## config.mk

```make
export PLATFORM = sky130hd
export DESIGN_NAME = stall_detect_adaptive_current
export DESIGN_NICKNAME = d
export VERILOG_FILES = /design/src/design/adaptive_current.v /design/src/design/stall_detect_adaptive_current.v
export VERILOG_INCLUDE_DIRS = /design/src /design/src/design
export SDC_FILE = /design/constraint.sdc
export NUM_CORES = 1
export LEC_CHECK = 0
export BUFFER_PORTS_ARGS = -buffer_cell sky130_fd_sc_hd__buf_4
export CORE_MARGIN = 10
export CORE_UTILIZATION = 55
export CTS_CLUSTER_SIZE = 12
export DETAILED_ROUTE_END_ITERATION = 6
export PLACE_DENSITY = 0.75
export SYNTH_ARGS = -nofsm -noshare
export SYNTH_HDL_FRONTEND = slang
export SYNTH_HIERARCHICAL = 1
export SYNTH_SLANG_ARGS = --single-unit
```

## constraint.sdc

```tcl
create_clock -name mclk -period 4 [get_ports mclk]
set_input_delay 0.4 -clock mclk [delete_from_list [all_inputs] [get_ports mclk]]
set_output_delay 0.4 -clock mclk [all_outputs]
set_load 0.01 [all_outputs]
```

## src/design/stall_adapt_defs.vh

```
`ifndef STALL_ADAPT_DEFS_VH
`define STALL_ADAPT_DEFS_VH

// ----------------------------------------------------------------------------
// register byte offsets
// ----------------------------------------------------------------------------
`define OFS_CONFIG      8'h00
`define OFS_CURRENT     8'h04
`define OFS_SPEED       8'h08
`define OFS_STATUS      8'h0c
`define OFS_INT_STATUS  8'h10
`define OFS_INT_MASK    8'h14

// ----------------------------------------------------------------------------
// axi4-lite responses
// ----------------------------------------------------------------------------
`define RESP_OKAY       2'b00
`define RESP_SLVERR     2'b10

// ----------------------------------------------------------------------------
// config register fields
// ----------------------------------------------------------------------------
`define CFG_STALL_THR   7:0
`define CFG_LOWER       11:8
`define CFG_HYST        15:12
`define CFG_INC_SEL     17:16
`define CFG_DEC_SEL     19:18
`define CFG_MIN_SEL     20
`define CFG_RESET       21'h000000

// ----------------------------------------------------------------------------
// current register fields
// ----------------------------------------------------------------------------
`define CUR_RUN         4:0
`define CUR_HOLD        12:8
`define RST_RUN         5'h1f
`define RST_HOLD        5'h10

// ----------------------------------------------------------------------------
// speed register and step interval
// ----------------------------------------------------------------------------
`define SPEED_W         20
`define RST_SPEED       20'h00000

// ----------------------------------------------------------------------------
// status register fields
// ----------------------------------------------------------------------------
`define ST_LOAD         7:0
`define ST_ACTUAL       12:8
`define ST_COIL         20:16
`define ST_SPEED_OK     24
`define ST_ADAPT_ON     25

// ----------------------------------------------------------------------------
// interrupt bits
// ----------------------------------------------------------------------------
`define INT_W           3
`define INT_STALL       0
`define INT_UPDATE      1
`define INT_CUR_UP      2
`define INT_RESET       3'h0

// ----------------------------------------------------------------------------
// sequencer position and adaptive control constants
// ----------------------------------------------------------------------------
`define POS_W           10
`define POS_QUAD        9:8
`define QUAD_INDEX      2'h0
`define THR_SHIFT       5
`define DN_CNT0         6'h20
`define DN_CNT1         6'h08
`define DN_CNT2         6'h02
`define DN_CNT3         6'h01

`endif

```

## src/design/adaptive_current.v

```verilog
`timescale 1ns/1ns
`include "stall_adapt_defs.vh"

module adaptive_current (
	input  wire       mclk,
	input  wire       rst_n,
	input  wire       clk_en,
	input  wire       sample,
	input  wire [7:0] load,
	input  wire       enable,
	input  wire [3:0] lower_sel,
	input  wire [3:0] hyst_sel,
	input  wire [1:0] inc_sel,
	input  wire [1:0] dec_sel,
	input  wire       min_sel,
	input  wire [4:0] run_scale,
	output reg  [4:0] actual,
	output reg        inc_event
);

	// scale a threshold code by 32 onto the 10-bit compare range
	function [9:0] scale32;
		input [4:0] code;
		begin
			scale32 = {code, 5'h00} >> (5 - `THR_SHIFT);
		end
	endfunction

	wire [9:0] load10    = {2'b00, load};
	wire [9:0] lower_thr = scale32({1'b0, lower_sel});
	wire [9:0] upper_thr = scale32({1'b0, lower_sel} + {1'b0, hyst_sel} + 5'h01);
	wire [5:0] run_p1    = {1'b0, run_scale} + 6'h01;
	wire [5:0] half      = min_sel ? (run_p1 >> 2) : (run_p1 >> 1);
	wire [4:0] floor_sc  = (half == 6'h00) ? 5'h00 : half[4:0] - 5'h01;
	wire [5:0] inc_amt   = 6'h01 << inc_sel;
	wire [5:0] inc_sum   = {1'b0, actual} + inc_amt;
	reg  [5:0] dn_need;
	reg  [5:0] cnt;

	// samples at or above the upper threshold needed per decrement
	always @* begin
		case (dec_sel)
			2'h0:    dn_need = `DN_CNT0;
			2'h1:    dn_need = `DN_CNT1;
			2'h2:    dn_need = `DN_CNT2;
			default: dn_need = `DN_CNT3;
		endcase
	end

	// current scale regulation between floor and run current
	always @(posedge mclk or negedge rst_n) begin
		if (!rst_n) begin
			actual    <= `RST_RUN;
			cnt       <= 6'h00;
			inc_event <= 1'b0;
		end else if (clk_en) begin
			inc_event <= 1'b0;
			if (!enable) begin
				actual <= run_scale;
				cnt    <= 6'h00;
			end else if (sample) begin
				if (load10 < lower_thr) begin
					actual    <= (inc_sum > {1'b0, run_scale}) ? run_scale : inc_sum[4:0];
					cnt       <= 6'h00;
					inc_event <= 1'b1;
				end else if (load10 >= upper_thr) begin
					if (cnt + 6'h01 >= dn_need) begin
						actual <= (actual > floor_sc) ? actual - 5'h01 : floor_sc;
						cnt    <= 6'h00;
					end else begin
						cnt <= cnt + 6'h01;
					end
				end else begin
					cnt <= 6'h00;
				end
			end else if (actual > run_scale) begin
				actual <= run_scale;
			end else if (actual < floor_sc) begin
				actual <= floor_sc;
			end
		end
	end

endmodule

```

## src/design/stall_detect_adaptive_current.v

```verilog
// Chosen here: register access over AXI4-Lite and the placing of the registers.
`timescale 1ns/1ns
`include "stall_adapt_defs.vh"

// Overview of operation
// - load value refreshed once per full step at a half-step crossing, held between.
// - one refresh instant coincides with the index pulse sequencer position.
// - load measurement value has eight bits of resolution.
// - fresh load value below stall limit pulses the diagnostic output.
// - stall limit is twice the programmed stall threshold.
// - stall pulse only in quiet chopper mode with speed threshold >= step interval.
// - four-bit lower threshold; load below it raises current of both coils.
// - lower threshold used in comparison is setting times 32.
// - samples at or above upper threshold counted; enough of them decrement current.
// - increment step select gives 1, 2, 4 or 8 per low sample.
// - decrement rate select needs 32, 8, 2 or 1 high samples per decrement.
// - minimum current select gives floor of half or quarter of run current.
// - adaptive control off below the minimum speed threshold.
// - actual current scale is five bits, bounded by run current and floor.
// - below speed threshold coil current follows run or hold scale.

module stall_detect_adaptive_current (
	input  wire                 mclk,
	input  wire                 rst_n,
	input  wire                 clk_en,
	// sequencer and measurement side, same clock
	input  wire [`POS_W-1:0]    microstep_position,
	input  wire [7:0]           load_measure_raw,
	input  wire [`SPEED_W-1:0]  measured_step_interval,
	input  wire                 quiet_chopper_active,
	input  wire                 standstill,
	// outputs to motor and controller
	output reg                  diagnostic_output,
	output reg                  index_pulse,
	output reg  [4:0]           coil_current_scale,
	output wire                 irq,
	// axi4-lite slave
	input  wire [7:0]           s_axi_awaddr,
	input  wire [2:0]           s_axi_awprot,
	input  wire                 s_axi_awvalid,
	output wire                 s_axi_awready,
	input  wire [31:0]          s_axi_wdata,
	input  wire [3:0]           s_axi_wstrb,
	input  wire                 s_axi_wvalid,
	output wire                 s_axi_wready,
	output reg  [1:0]           s_axi_bresp,
	output reg                  s_axi_bvalid,
	input  wire                 s_axi_bready,
	input  wire [7:0]           s_axi_araddr,
	input  wire [2:0]           s_axi_arprot,
	input  wire                 s_axi_arvalid,
	output wire                 s_axi_arready,
	output reg  [31:0]          s_axi_rdata,
	output reg  [1:0]           s_axi_rresp,
	output reg                  s_axi_rvalid,
	input  wire                 s_axi_rready
);

	// ------------------------------------------------------------------------
	// registers
	// ------------------------------------------------------------------------
	// register storage and internal strobes
	reg  [20:0]          config_reg;
	reg  [4:0]           run_current_scale;
	reg  [4:0]           hold_current_scale;
	reg  [`SPEED_W-1:0]  adaptive_min_speed_threshold;
	reg  [`INT_W-1:0]    int_status;
	reg  [`INT_W-1:0]    int_mask;
	reg  [7:0]           load_measure_value;
	reg  [1:0]           prev_quad;
	reg                  sample_pulse;
	reg                  update_pulse;
	wire [4:0]           actual_current_scale;
	wire                 cur_up_event;

	// fields of the config register
	wire [7:0] stall_threshold         = config_reg[`CFG_STALL_THR];
	wire [3:0] lower_load_threshold    = config_reg[`CFG_LOWER];
	wire [3:0] upper_load_hysteresis   = config_reg[`CFG_HYST];
	wire [1:0] increment_step_select   = config_reg[`CFG_INC_SEL];
	wire [1:0] decrement_rate_select   = config_reg[`CFG_DEC_SEL];
	wire       min_current_select      = config_reg[`CFG_MIN_SEL];

	// ------------------------------------------------------------------------
	// write channel state
	// ------------------------------------------------------------------------
	reg        aw_held;
	reg [7:0]  aw_addr;
	reg        w_held;
	reg [31:0] w_data;
	reg [3:0]  w_strb;

	// byte lane merge for a register write
	function [31:0] merge;
		input [31:0] old;
		input [31:0] nw;
		input [3:0]  strb;
		integer i;
		begin
			merge = old;
			for (i = 0; i < 4; i = i + 1)
				if (strb[i])
					merge[i*8 +: 8] = nw[i*8 +: 8];
		end
	endfunction

	// decode a byte address into mapped or not
	function mapped;
		input [7:0] a;
		begin
			mapped = (a == `OFS_CONFIG) || (a == `OFS_CURRENT) || (a == `OFS_SPEED) ||
			         (a == `OFS_STATUS) || (a == `OFS_INT_STATUS) || (a == `OFS_INT_MASK);
		end
	endfunction

	// handshakes stall while frozen or while a response is pending
	assign s_axi_awready = clk_en && !aw_held && !s_axi_bvalid;
	assign s_axi_wready  = clk_en && !w_held && !s_axi_bvalid;

	// handshakes and the write request taken from either side
	wire       aw_now   = s_axi_awvalid && s_axi_awready;
	wire       w_now    = s_axi_wvalid && s_axi_wready;
	wire       have_aw  = aw_held || aw_now;
	wire       have_w   = w_held || w_now;
	wire [7:0] wr_addr  = aw_held ? aw_addr : s_axi_awaddr;
	wire [31:0] wr_data = w_held ? w_data : s_axi_wdata;
	wire [3:0] wr_strb  = w_held ? w_strb : s_axi_wstrb;
	wire       wr_fire  = clk_en && have_aw && have_w && !s_axi_bvalid;
	wire [1:0] wr_resp  = mapped(wr_addr) ? `RESP_OKAY : `RESP_SLVERR;

	// capture address and data in either order, answer when both are in
	always @(posedge mclk or negedge rst_n) begin
		if (!rst_n) begin
			aw_held      <= 1'b0;
			aw_addr      <= 8'h00;
			w_held       <= 1'b0;
			w_data       <= 32'h0000_0000;
			w_strb       <= 4'h0;
			s_axi_bvalid <= 1'b0;
			s_axi_bresp  <= `RESP_OKAY;
		end else if (clk_en) begin
			if (wr_fire) begin
				aw_held      <= 1'b0;
				w_held       <= 1'b0;
				s_axi_bvalid <= 1'b1;
				s_axi_bresp  <= wr_resp;
			end else begin
				if (aw_now) begin
					aw_held <= 1'b1;
					aw_addr <= s_axi_awaddr;
				end
				if (w_now) begin
					w_held <= 1'b1;
					w_data <= s_axi_wdata;
					w_strb <= s_axi_wstrb;
				end
				if (s_axi_bvalid && s_axi_bready)
					s_axi_bvalid <= 1'b0;
			end
		end
	end

	// ------------------------------------------------------------------------
	// software writable registers
	// ------------------------------------------------------------------------
	// write data merged over the present contents
	wire [31:0] cfg_word = merge({11'h000, config_reg}, wr_data, wr_strb);
	wire [31:0] cur_word = merge({19'h00000, hold_current_scale, 3'h0, run_current_scale}, wr_data, wr_strb);
	wire [31:0] spd_word = merge({12'h000, adaptive_min_speed_threshold}, wr_data, wr_strb);
	wire [31:0] msk_word = merge({29'h00000000, int_mask}, wr_data, wr_strb);

	// register writes steer thresholds, selections and currents
	always @(posedge mclk or negedge rst_n) begin
		if (!rst_n) begin
			config_reg                   <= `CFG_RESET;
			run_current_scale            <= `RST_RUN;
			hold_current_scale           <= `RST_HOLD;
			adaptive_min_speed_threshold <= `RST_SPEED;
			int_mask                     <= `INT_RESET;
		end else if (clk_en && wr_fire) begin
			case (wr_addr)
				`OFS_CONFIG:   config_reg <= cfg_word[20:0];
				`OFS_CURRENT: begin
					run_current_scale  <= cur_word[`CUR_RUN];
					hold_current_scale <= cur_word[`CUR_HOLD];
				end
				`OFS_SPEED:    adaptive_min_speed_threshold <= spd_word[`SPEED_W-1:0];
				`OFS_INT_MASK: int_mask <= msk_word[`INT_W-1:0];
				default:       ;
			endcase
		end
	end

	// ------------------------------------------------------------------------
	// read channel
	// ------------------------------------------------------------------------
	assign s_axi_arready = clk_en && !s_axi_rvalid;

	// read handshake and the speed gate for stall and adaptive control
	wire ar_now      = s_axi_arvalid && s_axi_arready;
	wire [1:0] rd_resp = mapped(s_axi_araddr) ? `RESP_OKAY : `RESP_SLVERR;
	wire speed_ok    = adaptive_min_speed_threshold >= measured_step_interval;
	wire adapt_on    = speed_ok && (lower_load_threshold != 4'h0);
	reg  [31:0] rd_word;

	// read multiplexer, status shows the block's own state
	always @* begin
		rd_word = 32'h0000_0000;
		case (s_axi_araddr)
			`OFS_CONFIG:     rd_word[20:0] = config_reg;
			`OFS_CURRENT: begin
				rd_word[`CUR_RUN]  = run_current_scale;
				rd_word[`CUR_HOLD] = hold_current_scale;
			end
			`OFS_SPEED:      rd_word[`SPEED_W-1:0] = adaptive_min_speed_threshold;
			`OFS_STATUS: begin
				rd_word[`ST_LOAD]     = load_measure_value;
				rd_word[`ST_ACTUAL]   = actual_current_scale;
				rd_word[`ST_COIL]     = coil_current_scale;
				rd_word[`ST_SPEED_OK] = speed_ok;
				rd_word[`ST_ADAPT_ON] = adapt_on;
			end
			`OFS_INT_STATUS: rd_word[`INT_W-1:0] = int_status;
			`OFS_INT_MASK:   rd_word[`INT_W-1:0] = int_mask;
			default:         rd_word = 32'h0000_0000;
		endcase
	end

	// registered read answer, one cycle after the address is taken
	always @(posedge mclk or negedge rst_n) begin
		if (!rst_n) begin
			s_axi_rvalid <= 1'b0;
			s_axi_rdata  <= 32'h0000_0000;
			s_axi_rresp  <= `RESP_OKAY;
		end else if (clk_en) begin
			if (ar_now) begin
				s_axi_rvalid <= 1'b1;
				s_axi_rdata  <= rd_word;
				s_axi_rresp  <= rd_resp;
			end else if (s_axi_rready) begin
				s_axi_rvalid <= 1'b0;
			end
		end
	end

	// ------------------------------------------------------------------------
	// load measurement update
	// ------------------------------------------------------------------------
	// half-step crossing, index position and the stall limit check
	wire [1:0] quad       = microstep_position[`POS_QUAD];
	wire       step_cross = (quad != prev_quad);
	wire       stall_hit  = {1'b0, load_measure_raw} < {stall_threshold, 1'b0};
	wire       index_hit  = step_cross && (quad == `QUAD_INDEX);
	wire       stall_fire = step_cross && stall_hit && quiet_chopper_active && speed_ok;

	// refresh once per full step and flag the sample for the controller
	always @(posedge mclk or negedge rst_n) begin
		if (!rst_n) begin
			prev_quad          <= `QUAD_INDEX;
			load_measure_value <= 8'h00;
			sample_pulse       <= 1'b0;
			update_pulse       <= 1'b0;
			index_pulse        <= 1'b0;
			diagnostic_output  <= 1'b0;
		end else if (clk_en) begin
			prev_quad    <= quad;
			sample_pulse <= step_cross;
			update_pulse <= step_cross;
			index_pulse  <= index_hit;
			if (step_cross)
				load_measure_value <= load_measure_raw;
			diagnostic_output <= stall_fire;
		end
	end

	// ------------------------------------------------------------------------
	// adaptive current controller
	// ------------------------------------------------------------------------
	adaptive_current u_adapt (
		.mclk      (mclk),
		.rst_n     (rst_n),
		.clk_en    (clk_en),
		.sample    (sample_pulse),
		.load      (load_measure_value),
		.enable    (adapt_on),
		.lower_sel (lower_load_threshold),
		.hyst_sel  (upper_load_hysteresis),
		.inc_sel   (increment_step_select),
		.dec_sel   (decrement_rate_select),
		.min_sel   (min_current_select),
		.run_scale (run_current_scale),
		.actual    (actual_current_scale),
		.inc_event (cur_up_event)
	);

	reg  [4:0] next_coil_scale;

	// coil current follows hold scale at standstill, else actual scale when adaptive control is on, else run scale
	always @* begin
		if (standstill)
			next_coil_scale = hold_current_scale;
		else if (adapt_on)
			next_coil_scale = actual_current_scale;
		else
			next_coil_scale = run_current_scale;
	end

	// coil scale register
	always @(posedge mclk or negedge rst_n) begin
		if (!rst_n)
			coil_current_scale <= `RST_RUN;
		else if (clk_en)
			coil_current_scale <= next_coil_scale;
	end

	// ------------------------------------------------------------------------
	// interrupts: sticky, cleared by read, a new event wins over the clear
	// ------------------------------------------------------------------------
	// event vector and read-clear strobe
	wire [`INT_W-1:0] int_events = {cur_up_event, update_pulse, diagnostic_output};
	wire              int_rd_clr = ar_now && (s_axi_araddr == `OFS_INT_STATUS);

	reg  [`INT_W-1:0] next_int_status;

	// read clears the status, an event in the same cycle sets it again
	always @* begin
		next_int_status = int_status;
		if (int_rd_clr)
			next_int_status = {`INT_W{1'b0}};
		next_int_status = next_int_status | int_events;
	end

	// status bits collect events
	always @(posedge mclk or negedge rst_n) begin
		if (!rst_n)
			int_status <= `INT_RESET;
		else if (clk_en)
			int_status <= next_int_status;
	end

	assign irq = |(int_status & int_mask);

endmodule

```

## Yosys cells after proc, flatten, opt, wreduce, memory -nomap -nowiden

Index checks and enable logic that the tools add are counted.

- Reductions and logical operators: 66
- Multiplexer cells: 44
- Order comparisons: 9
- Equality and inequality tests: 17
- Shift operators: 1
- Bitwise logic cells: 3
- $add $sub $neg: 7

Operators with widths:

| operator | number |
|---|---|
| $mux W5 | 13 |
| $reduce_and A3 Y1 | 11 |
| $eq A8 B4 Y1 const B | 4 |
| $eq A8 B5 Y1 const B | 4 |
| $mux W6 | 5 |
| $mux W21 | 1 |
| $ge A20 B20 Y1 | 1 |
| $pmux W5 S4 | 1 |
| $logic_and A1 B1 Y1 | 19 |
| $lt A8 B9 Y1 | 2 |
| $pmux W3 S6 | 1 |
| $pmux W6 S3 | 1 |
| $eq A8 B3 Y1 const B | 2 |
| $logic_not A8 Y1 | 2 |
| $reduce_and A2 Y1 | 8 |
| $logic_or A1 B1 Y1 | 12 |
| $ne A4 B4 Y1 const B | 3 |
| $pmux W4 S3 | 1 |
| $mux W1 | 11 |
| $ge A8 B10 Y1 | 1 |
| $gt A5 B5 Y1 | 2 |
| $sub A5 B1 Y5 const B | 2 |
| $pmux W3 S3 | 1 |
| $mux W8 | 1 |
| 28 further kinds | 38 |

- Flip-flop bits (word level): 150
- Output and inout bits: 49
- Input port bits: 106
- Logic and storage cells: 176

## Depth between registers and ports, before layout

Gate-level depths: netlist (run 1).

- Depth after elaboration: 11
- Depth in mapped cells: 16

## Cells and area by module

The synthesis (run 1) kept the hierarchy.

Modules (own cells, without submodules):

| module | area each (um2) | sequential area each (um2) | cells each | times used |
|---|---|---|---|---|
| stall_detect_adaptive_current | 6,995.5 | 3,417.0 | 582 | 1 |
| adaptive_current | 2,079.5 | 306.5 | 252 | 1 |

## Least setup slack after synthesis (run 1)

OpenSTA, ideal clock, no wires.

- Path type: register -> register
- From: reg run_current_scale[2]
- To: reg u_adapt.actual[3]
- Setup slack: 0.553 ns
- Stages on the path, launching flop included: 17
- Period minus slack after synthesis: 3.447 ns
- Data required time: 3.923 ns
- Data arrival time: 3.370 ns
- Library setup time: 0.077 ns
- Cells stage by stage: dfstp_2 > buf_2 > nand3_1 > xnor2_1 > nand2_1 > o21ai_0 > ha_1 > o211ai_1 > nand2b_1 > ha_1 > nor2b_1 > o21a_1 > o211ai_1 > nand2_1 > a2111oi_4 > nor2_1 > a31oi_1

- Longest elaborated chain between the ends: 11
- Elaborated cells between the ends (all ways): 20
- Those cells by class: add/sub: 2; order compare: 4; eq/ne: 1; mux: 11; reduce/logical: 2

Ends and longest elaborated chain:

| element | line | text |
|---|---|---|
| start, declared | stall_detect_adaptive_current.v:64 | `reg [4:0] run_current_scale;` |
| start signal, assigned | stall_detect_adaptive_current.v:176 | `` run_current_scale <= `RST_RUN; `` |
| start signal, assigned | stall_detect_adaptive_current.v:184 | `` run_current_scale <= cur_word[`CUR_RUN]; `` |
| $add A5 B1 Y6 | adaptive_current.v:32 | `wire [5:0] run_p1 = {1'b0, run_scale} + 6'h01;` |
| $mux W5 | adaptive_current.v:33 | `wire [5:0] half = min_sel ? (run_p1 >> 2) : (run_p1 >> 1);` |
| $sub A5 B1 Y5 / $logic_not A6 Y1 (equally long branches) | adaptive_current.v:34 | `wire [4:0] floor_sc = (half == 6'h00) ? 5'h00 : half[4:0] - 5'h01;` |
| $mux W5 | adaptive_current.v:34 |  |
| $gt A5 B5 Y1 | adaptive_current.v:68 | `actual <= (actual > floor_sc) ? actual - 5'h01 : floor_sc;` |
| $mux W5 | adaptive_current.v:68 |  |
| $mux W5 | adaptive_current.v:67 | `if (cnt + 6'h01 >= dn_need) begin` |
| $mux W5 | adaptive_current.v:66 | `end else if (load10 >= upper_thr) begin` |
| $mux W5 | adaptive_current.v:62 | `if (load10 < lower_thr) begin` |
| $mux W5 | adaptive_current.v:61 | `end else if (sample) begin` |
| $mux W5 | adaptive_current.v:58 | `if (!enable) begin` |
| end signal, assigned | adaptive_current.v:59 | `actual <= run_scale;` |
| end signal, assigned | adaptive_current.v:63 | `actual <= (inc_sum > {1'b0, run_scale}) ? run_scale : inc_sum[4:0];` |
| end signal, assigned | adaptive_current.v:68 |  |
| end, declared | adaptive_current.v:17 | `output reg [4:0] actual,` |

Several ways; a longest one is shown, not always the timed one. The select of a mux whose other input is x is not followed.
A chain may end at the register's enable or synchronous reset.

## Final worst setup path (run 1)

- From: reg run_current_scale[0]
- To: reg u_adapt.actual[2]

Same word-level chain as after synthesis.

==> results of run 1 <==
placed cells by master, fill, tap and decap left out, drive strengths merged, types with 4 or more instances in the layout:
master  count
dfrtp     132
buf       131
mux2      127
ha         62
nand2      61
inv        52
o21ai      46
nor2       38
a21oi      31
a22o       22
clkbuf     21
a31oi      16
dfstp      16
nand3      15
nor3       15
mux2i      14
conb       11
nand2b     10
xor2       10
mux4       10
o21a        9
a21o        9
nand3b      8
nor2b       7
o211ai      6
xnor2       6
and2        5
or3b        5
or3         5
a211oi      4
o31ai       4
and3        4
final cells by class:
cell class	instances	area (um^2)
flip-flops and latches	148	3720
well taps	216	270
inverters	50	188
fillers	1293	5200
clock inverters	11	149
repair buffers	131	1000
clock buffers	21	460
multi-input cells	607	5010
cell families (layout without fill, tap and decap cells):
group,after synthesis,in the layout
compound gates,175,175
xor+xnor,16,16
fa+ha+maj,64,64
buf+inv,89,213
flops,148,148
mux,151,151
other cells,1,11
simple gates,190,190
worst paths after layout:
kind                                  startpoint                   end  slack (ns)
max                         run_current_scale[0]     u_adapt/actual[2]        0.39
min                                        rst_n            w_data[18]      -0.006
max reg2reg                 run_current_scale[0]     u_adapt/actual[2]        0.39
min reg2reg                       s_axi_rresp[1]        s_axi_rresp[1]        0.48
max in group asynchronous                  rst_n  run_current_scale[3]        3.12
min in group mclk          microstep_position[9]           index_pulse        0.18
per-layer routing:
layer,up-vias,track usage [%],routed length [um],share of wire (%)
met5,-,0,0,0
met4,0,7.53,509,2.2
met3,49,4.70,1180,5.0
met2,190,36.0,11700,50
met1,3508,28.0,10200,43
li1,3285,-,-,-
power groups by stage:
stage	Combinational, mW	Sequential [mW]	Clock, mW
floorplan	0.958	1.90	0
global placement	1.28	1.98	0
detailed placement	1.30	1.99	0
CTS	1.32	1.97	1.68
global route	1.46	2.01	1.74
finish	1.32	1.97	1.67
stage by stage:
| stage | setup slack [ns] | util, % |
|---|---|---|
| after floorplan | 0.553 | - |
| after global placement | 0.306 | 63.6 |
| after detailed placement | 0.266 | 63.6 |
| after CTS | 0.231 | 67.4 |
| after global routing | 0.113 | 67.5 |
| final | 0.395 | 67.5 |
critical path, stage by stage (launching register included):
cell and delay [ns]:
dfstp_2 0.55, buf_4 0.18, nand3_1 0.11, xnor2_1 0.19
nand2_1 0.07, o21ai_0 0.09, ha_1 0.29, nand2b_1 0.14
a21oi_1 0.08, nor3_1 0.32, ha_1 0.32, o21a_1 0.11
o211ai_1 0.18, and2_1 0.26, nor3_1 0.08, a2111o_1 0.39
a31oi_1 0.18
repair_timing:
action                                  CTS  global route
buffers inserted                          0             2
endpoints found under the setup margin    0             5
resized for setup                         0             1
==> qor.txt, run 1 <==
Power Total - 4.96 mW
WL/cell - 19.9 um
peak supply drop - 303 uV
Logic pwr share - 26.6%
DP Area - 10200 um^2
max_cap viols - 0
final wirelength - 23600 um
Post-synth EDFFs - 0
slew margin rel. - 23.4%
Inserted Diodes - 0
largest net degree at the start of global routing - 78
leakage power - 5.08 nW
first-pass GRT wire length - 38600 um
Sw Pwr - 1.53 mW
switching share of power - 30.8%
Post-Synth XOR/XNOR Area - 1.54%
reg2reg path depth - 16
Core ar. - 16000 um^2
die footprint - 22000 um^2
via count - 7032
Tot GR Track Use - 21.9%
H-tree lvl count - 4
max reg flops - 23
row count - 46
routability cong. - 0.910
Fin Setup TNS - 0 ns
Clk network pwr share - 33.6%
cts hold-fix bufs - 0
failing checks - negative hold slack
CTS Buf Count - 17
initial antenna violation count - 0
Seq/Total Area, Yosys - 41.0%
synthesis-stage register bit count - 148
Slew @ Worst Pin - 1.14 ns
most common cell in the netlist - dfrtp_1
Clk pin slew, worst setup/hold paths - 0.06 ns
fmax - 277 MHz
Final setup viols - 0
Clock Skew - 0.00708 ns
register share of total power - 39.8%
Critical Path AT - 3.96 ns
antenna-violating nets left - 0
critical path startpoint category - flop
Syn Inst Count - 834
Final Hold Vio Count - 13
Die X - 148 um
final layout net count - 1125
share of flip-flops with an asynchronous set or reset - 100%
drt first pass iters - 5
post-synthesis simple-gate area fraction - 11.1%
internal power - 3.43 mW
IO Pins - 155
post-synthesis area per instance - 10.9 um^2
Distinct cells, synth - 72
Max Transition Viols Final - 0
CTS tree - yes
fin area - 10800 um^2
layout cells sized above 1 - 34.8%
DRC viols - 0
post-synthesis mux area share - 19.8%
compound-gate portion of the synthesized area - 13.2%
RSZ-0062 raised after global routing - no
Top FF cell, synth - dfrtp_1
Iter 0 DRT Violations - 548
Crit. End Element - flop
Final min period - 3.61 ns
top cells by area, synth - dfrtp_1, mux2_2, ha_1
largest family of logic cells by synthesized area - multiplexers
quantity of I/O buffers inserted on ports - 117
die extent in y - 148 um
P per Cell Area - 459 nW/um^2
area leader, netlist - dfrtp_1
fin cells - 1184
status - complete, but fails checks
Mapped Area - 9070 um^2
required time worst endpoint - 4.35 ns
Worst-Skew Late Latency - 0.43 ns
Fin Hold WS - -0.00601 ns
post-synth top area share - 36.4%
clk buf depth - 2
period utilisation layout - 90.1%
Post-synth top cells - dfrtp_1, mux2_2, ha_1, nand2_1, inv_1
Area growth, synth to finish - 19.0%
HP Class - in -> async
Root Driver - clkbuf_16
Placed Cells incl. Taps - 1150
DP HPWL - 17700 um
Syn. warnings - 6
vias in the first global route - 7302
Via-to-Cell Ratio - 5.94
initial core utilization - 56.7%
# clock sinks - 148
CP Max Fanout - 9
Synth Area in Adders - 8.99%
kind of critical path - reg -> reg
GRT Residual Overflow - 0
Power figures use the tool's default switching activity.
==> inputs of run 2 (changes only) <==
- CORE_UTILIZATION: 55 -> 45
- PLACE_DENSITY: 0.75 -> 0.63
==> qor.txt, run 2 (synthesized netlist as in run 1, its figures left out) <==
layout cells sized above 1 - 34.7% (-0.10 points)
antenna-violating nets left - 0 (unchanged)
P per Cell Area - 459 nW/um^2 (-0.16%)
row count - 51 (+11%)
register share of total power - 39.8% (about the same)
status - finished clean
required time worst endpoint - 4.34 ns (about the same)
CP delay by family, top - compound AO/OA/AOI/OAI gates
initial core utilization - 46.2% (-11 points)
Via-to-Cell Ratio - 5.57 (-6.2%)
Clock Skew - 0.00854 ns (+0.00146 ns)
Final setup viols - 0 (unchanged)
period utilisation layout - 91.9% (+1.7 points)
M3 GR Usage - 3.99% (-0.71 points)
GRT Residual Overflow - 0 (unchanged)
Clk network pwr share - 34.0% (+0.4 points)
initial antenna violation count - 0 (unchanged)
Iter 0 DRT Violations - 424 (-23%)
DP HPWL - 18400 um (+3.5%)
Crit. End Element - flop
Worst-Skew Late Latency - 0.42 ns (about the same)
critical path startpoint category - flop
Root Driver - clkbuf_16
CP max-delay cell - dfstp_2
# clock sinks - 148 (unchanged)
CTS tree - yes
Critical Path AT - 4.01 ns (+0.05 ns)
max_cap viols - 0 (unchanged)
Logic pwr share - 26.2% (-0.4 points)
HP Class - in -> async
die footprint - 26200 um^2 (+19%)
Inserted Diodes - 0 (unchanged)
Reg-to-Reg Start - run_current_scale[1]
largest net degree at the start of global routing - 93 (+19%)
vias in the first global route - 7221 (-1.1%)
Clk pin slew, worst setup/hold paths - 0.06 ns (about the same)
cts hold-fix bufs - 0 (unchanged)
IO Pins - 155 (unchanged)
CTS Buf Count - 17 (unchanged)
Sw Pwr - 1.50 mW (-1.5%)
Area growth, synth to finish - 19.8%
drt first pass iters - 5 (unchanged)
most frequent cells in the layout - dfrtp_1, buf_4, mux2_2
Fin Setup TNS - 0 ns (unchanged)
Die X - 162 um (+9.1%)
Final min period - 3.67 ns (+0.0695 ns)
slowest cell delay on critical path - 0.70 ns (+0.15 ns)
grt peak-use layer - met2
DP Area - 10200 um^2 (+0.63%)
internal power - 3.48 mW (+1.4%)
fmax - 272 MHz (-1.9%)
Slew @ Worst Pin - 1.07 ns (-0.0718 ns)
crit-path cells - ha_4 -> xor2_1 -> mux2i_1 -> ha_1 -> o211ai_1 -> nand2b_1 -> ha_1 -> nor2b_1 -> o21a_1 -> o211ai_1 -> nand2_1 -> a2111oi_4 -> buf_4 -> nor2_1 -> a31oi_1
leakage power - 5.09 nW (+0.22%)
crit path from - run_current_scale[1]
CP Max Fanout - 10 (+1)
die extent in y - 162 um (+9.1%)
WL/cell - 19.7 um (-1.3%)
via count - 6869 (-2.3%)
M2 GR Usage - 31.1% (-4.9 points)
fin area - 10900 um^2 (+0.67%)
first-pass GRT wire length - 39300 um (+1.8%)
switching share of power - 30.2% (-0.62 points)
clk buf depth - 2 (unchanged)
peak supply drop - 276 uV (-8.7%)
RSZ-0062 raised after global routing - no
quantity of I/O buffers inserted on ports - 117 (unchanged)
H-tree lvl count - 4 (unchanged)
Tot GR Track Use - 18.7% (-3.2 points)
routability cong. - 0.913 (+0.34%)
met1 Track Usage GR - 24.1% (-3.9 points)
Final Hold Vio Count - 0 (-13)
post-layout util - 55.3% (-12 points)
most common cell after layout, fill and taps aside - dfrtp_1
DRC viols - 0 (unchanged)
final wirelength - 24300 um (+2.7%)
Max Transition Viols Final - 0 (unchanged)
Core ar. - 19700 um^2 (+23%)
kind of critical path - reg -> reg
final layout net count - 1125 (unchanged)
max reg flops - 23 (unchanged)
slew margin rel. - 28.2% (+4.8 points)
worst path bufs/invs - 1 (unchanged)
## run 2: final timing paths
path                                endpoint  slack (ns)  cells past startpoint
min                               aw_addr[5]        0.03                      1
min in group mclk                index_pulse        0.19                      2
max in group asynchronous  u_adapt/actual[3]        2.95                      2
max                        u_adapt/actual[1]        0.33                     15
max reg2reg                u_adapt/actual[1]        0.33                     15
min reg2reg                  s_axi_rdata[25]        0.48                      2
## run 2: power by group through the flow
| stage | Combinational [mW] | Clock, mW | Sequential (mW) |
|---|---|---|---|
| finish | 1.31 | 1.70 | 1.98 |
| global route | 1.45 | 1.79 | 2.02 |
| CTS | 1.31 | 1.72 | 1.98 |
| detailed placement | 1.30 | 0 | 2.00 |
| global placement | 1.28 | 0 | 1.99 |
| floorplan | 0.958 | 0 | 1.90 |
## run 2: layout make-up
cell class | count | area [um^2]
sequential | 148 | 3720
clock buffer | 25 | 505
clock inverter | 7 | 118
timing repair buffer | 131 | 987
tap | 265 | 332
multi-input combinational | 607 | 5020
inverter | 50 | 188
fill | 1763 | 8780
## run 2: repair_timing
| action | CTS | global route |
|---|---|---|
| gates resized for setup | 0 | 2 |
| setup buffers | 0 | 0 |
| endpoints found under the hold margin | 0 | 0 |
| endpoints found under the setup margin | 0 | 5 |
## run 2: metal layers
metal | wire length, um | vias up
met5 | 0 | -
met4 | 355 | 0
met3 | 1150 | 26
met2 | 11900 | 163
met1 | 10900 | 3397
li1 | - | 3283
## run 2: stage by stage
step | std cells | total power [mW] | setup WS, ns | hold WS, ns
floorplan | 844 | 2.86 | 0.553 | 0.104
global placement | 1201 | 3.27 | 0.327 | 0.464
detailed placement | 1201 | 3.30 | 0.266 | 0.471
CTS | 1233 | 5.01 | 0.239 | 0.0852
global route | 1233 | 5.26 | 0.00748 | 0.110
finish | 1233 | 4.98 | 0.325 | 0.0335
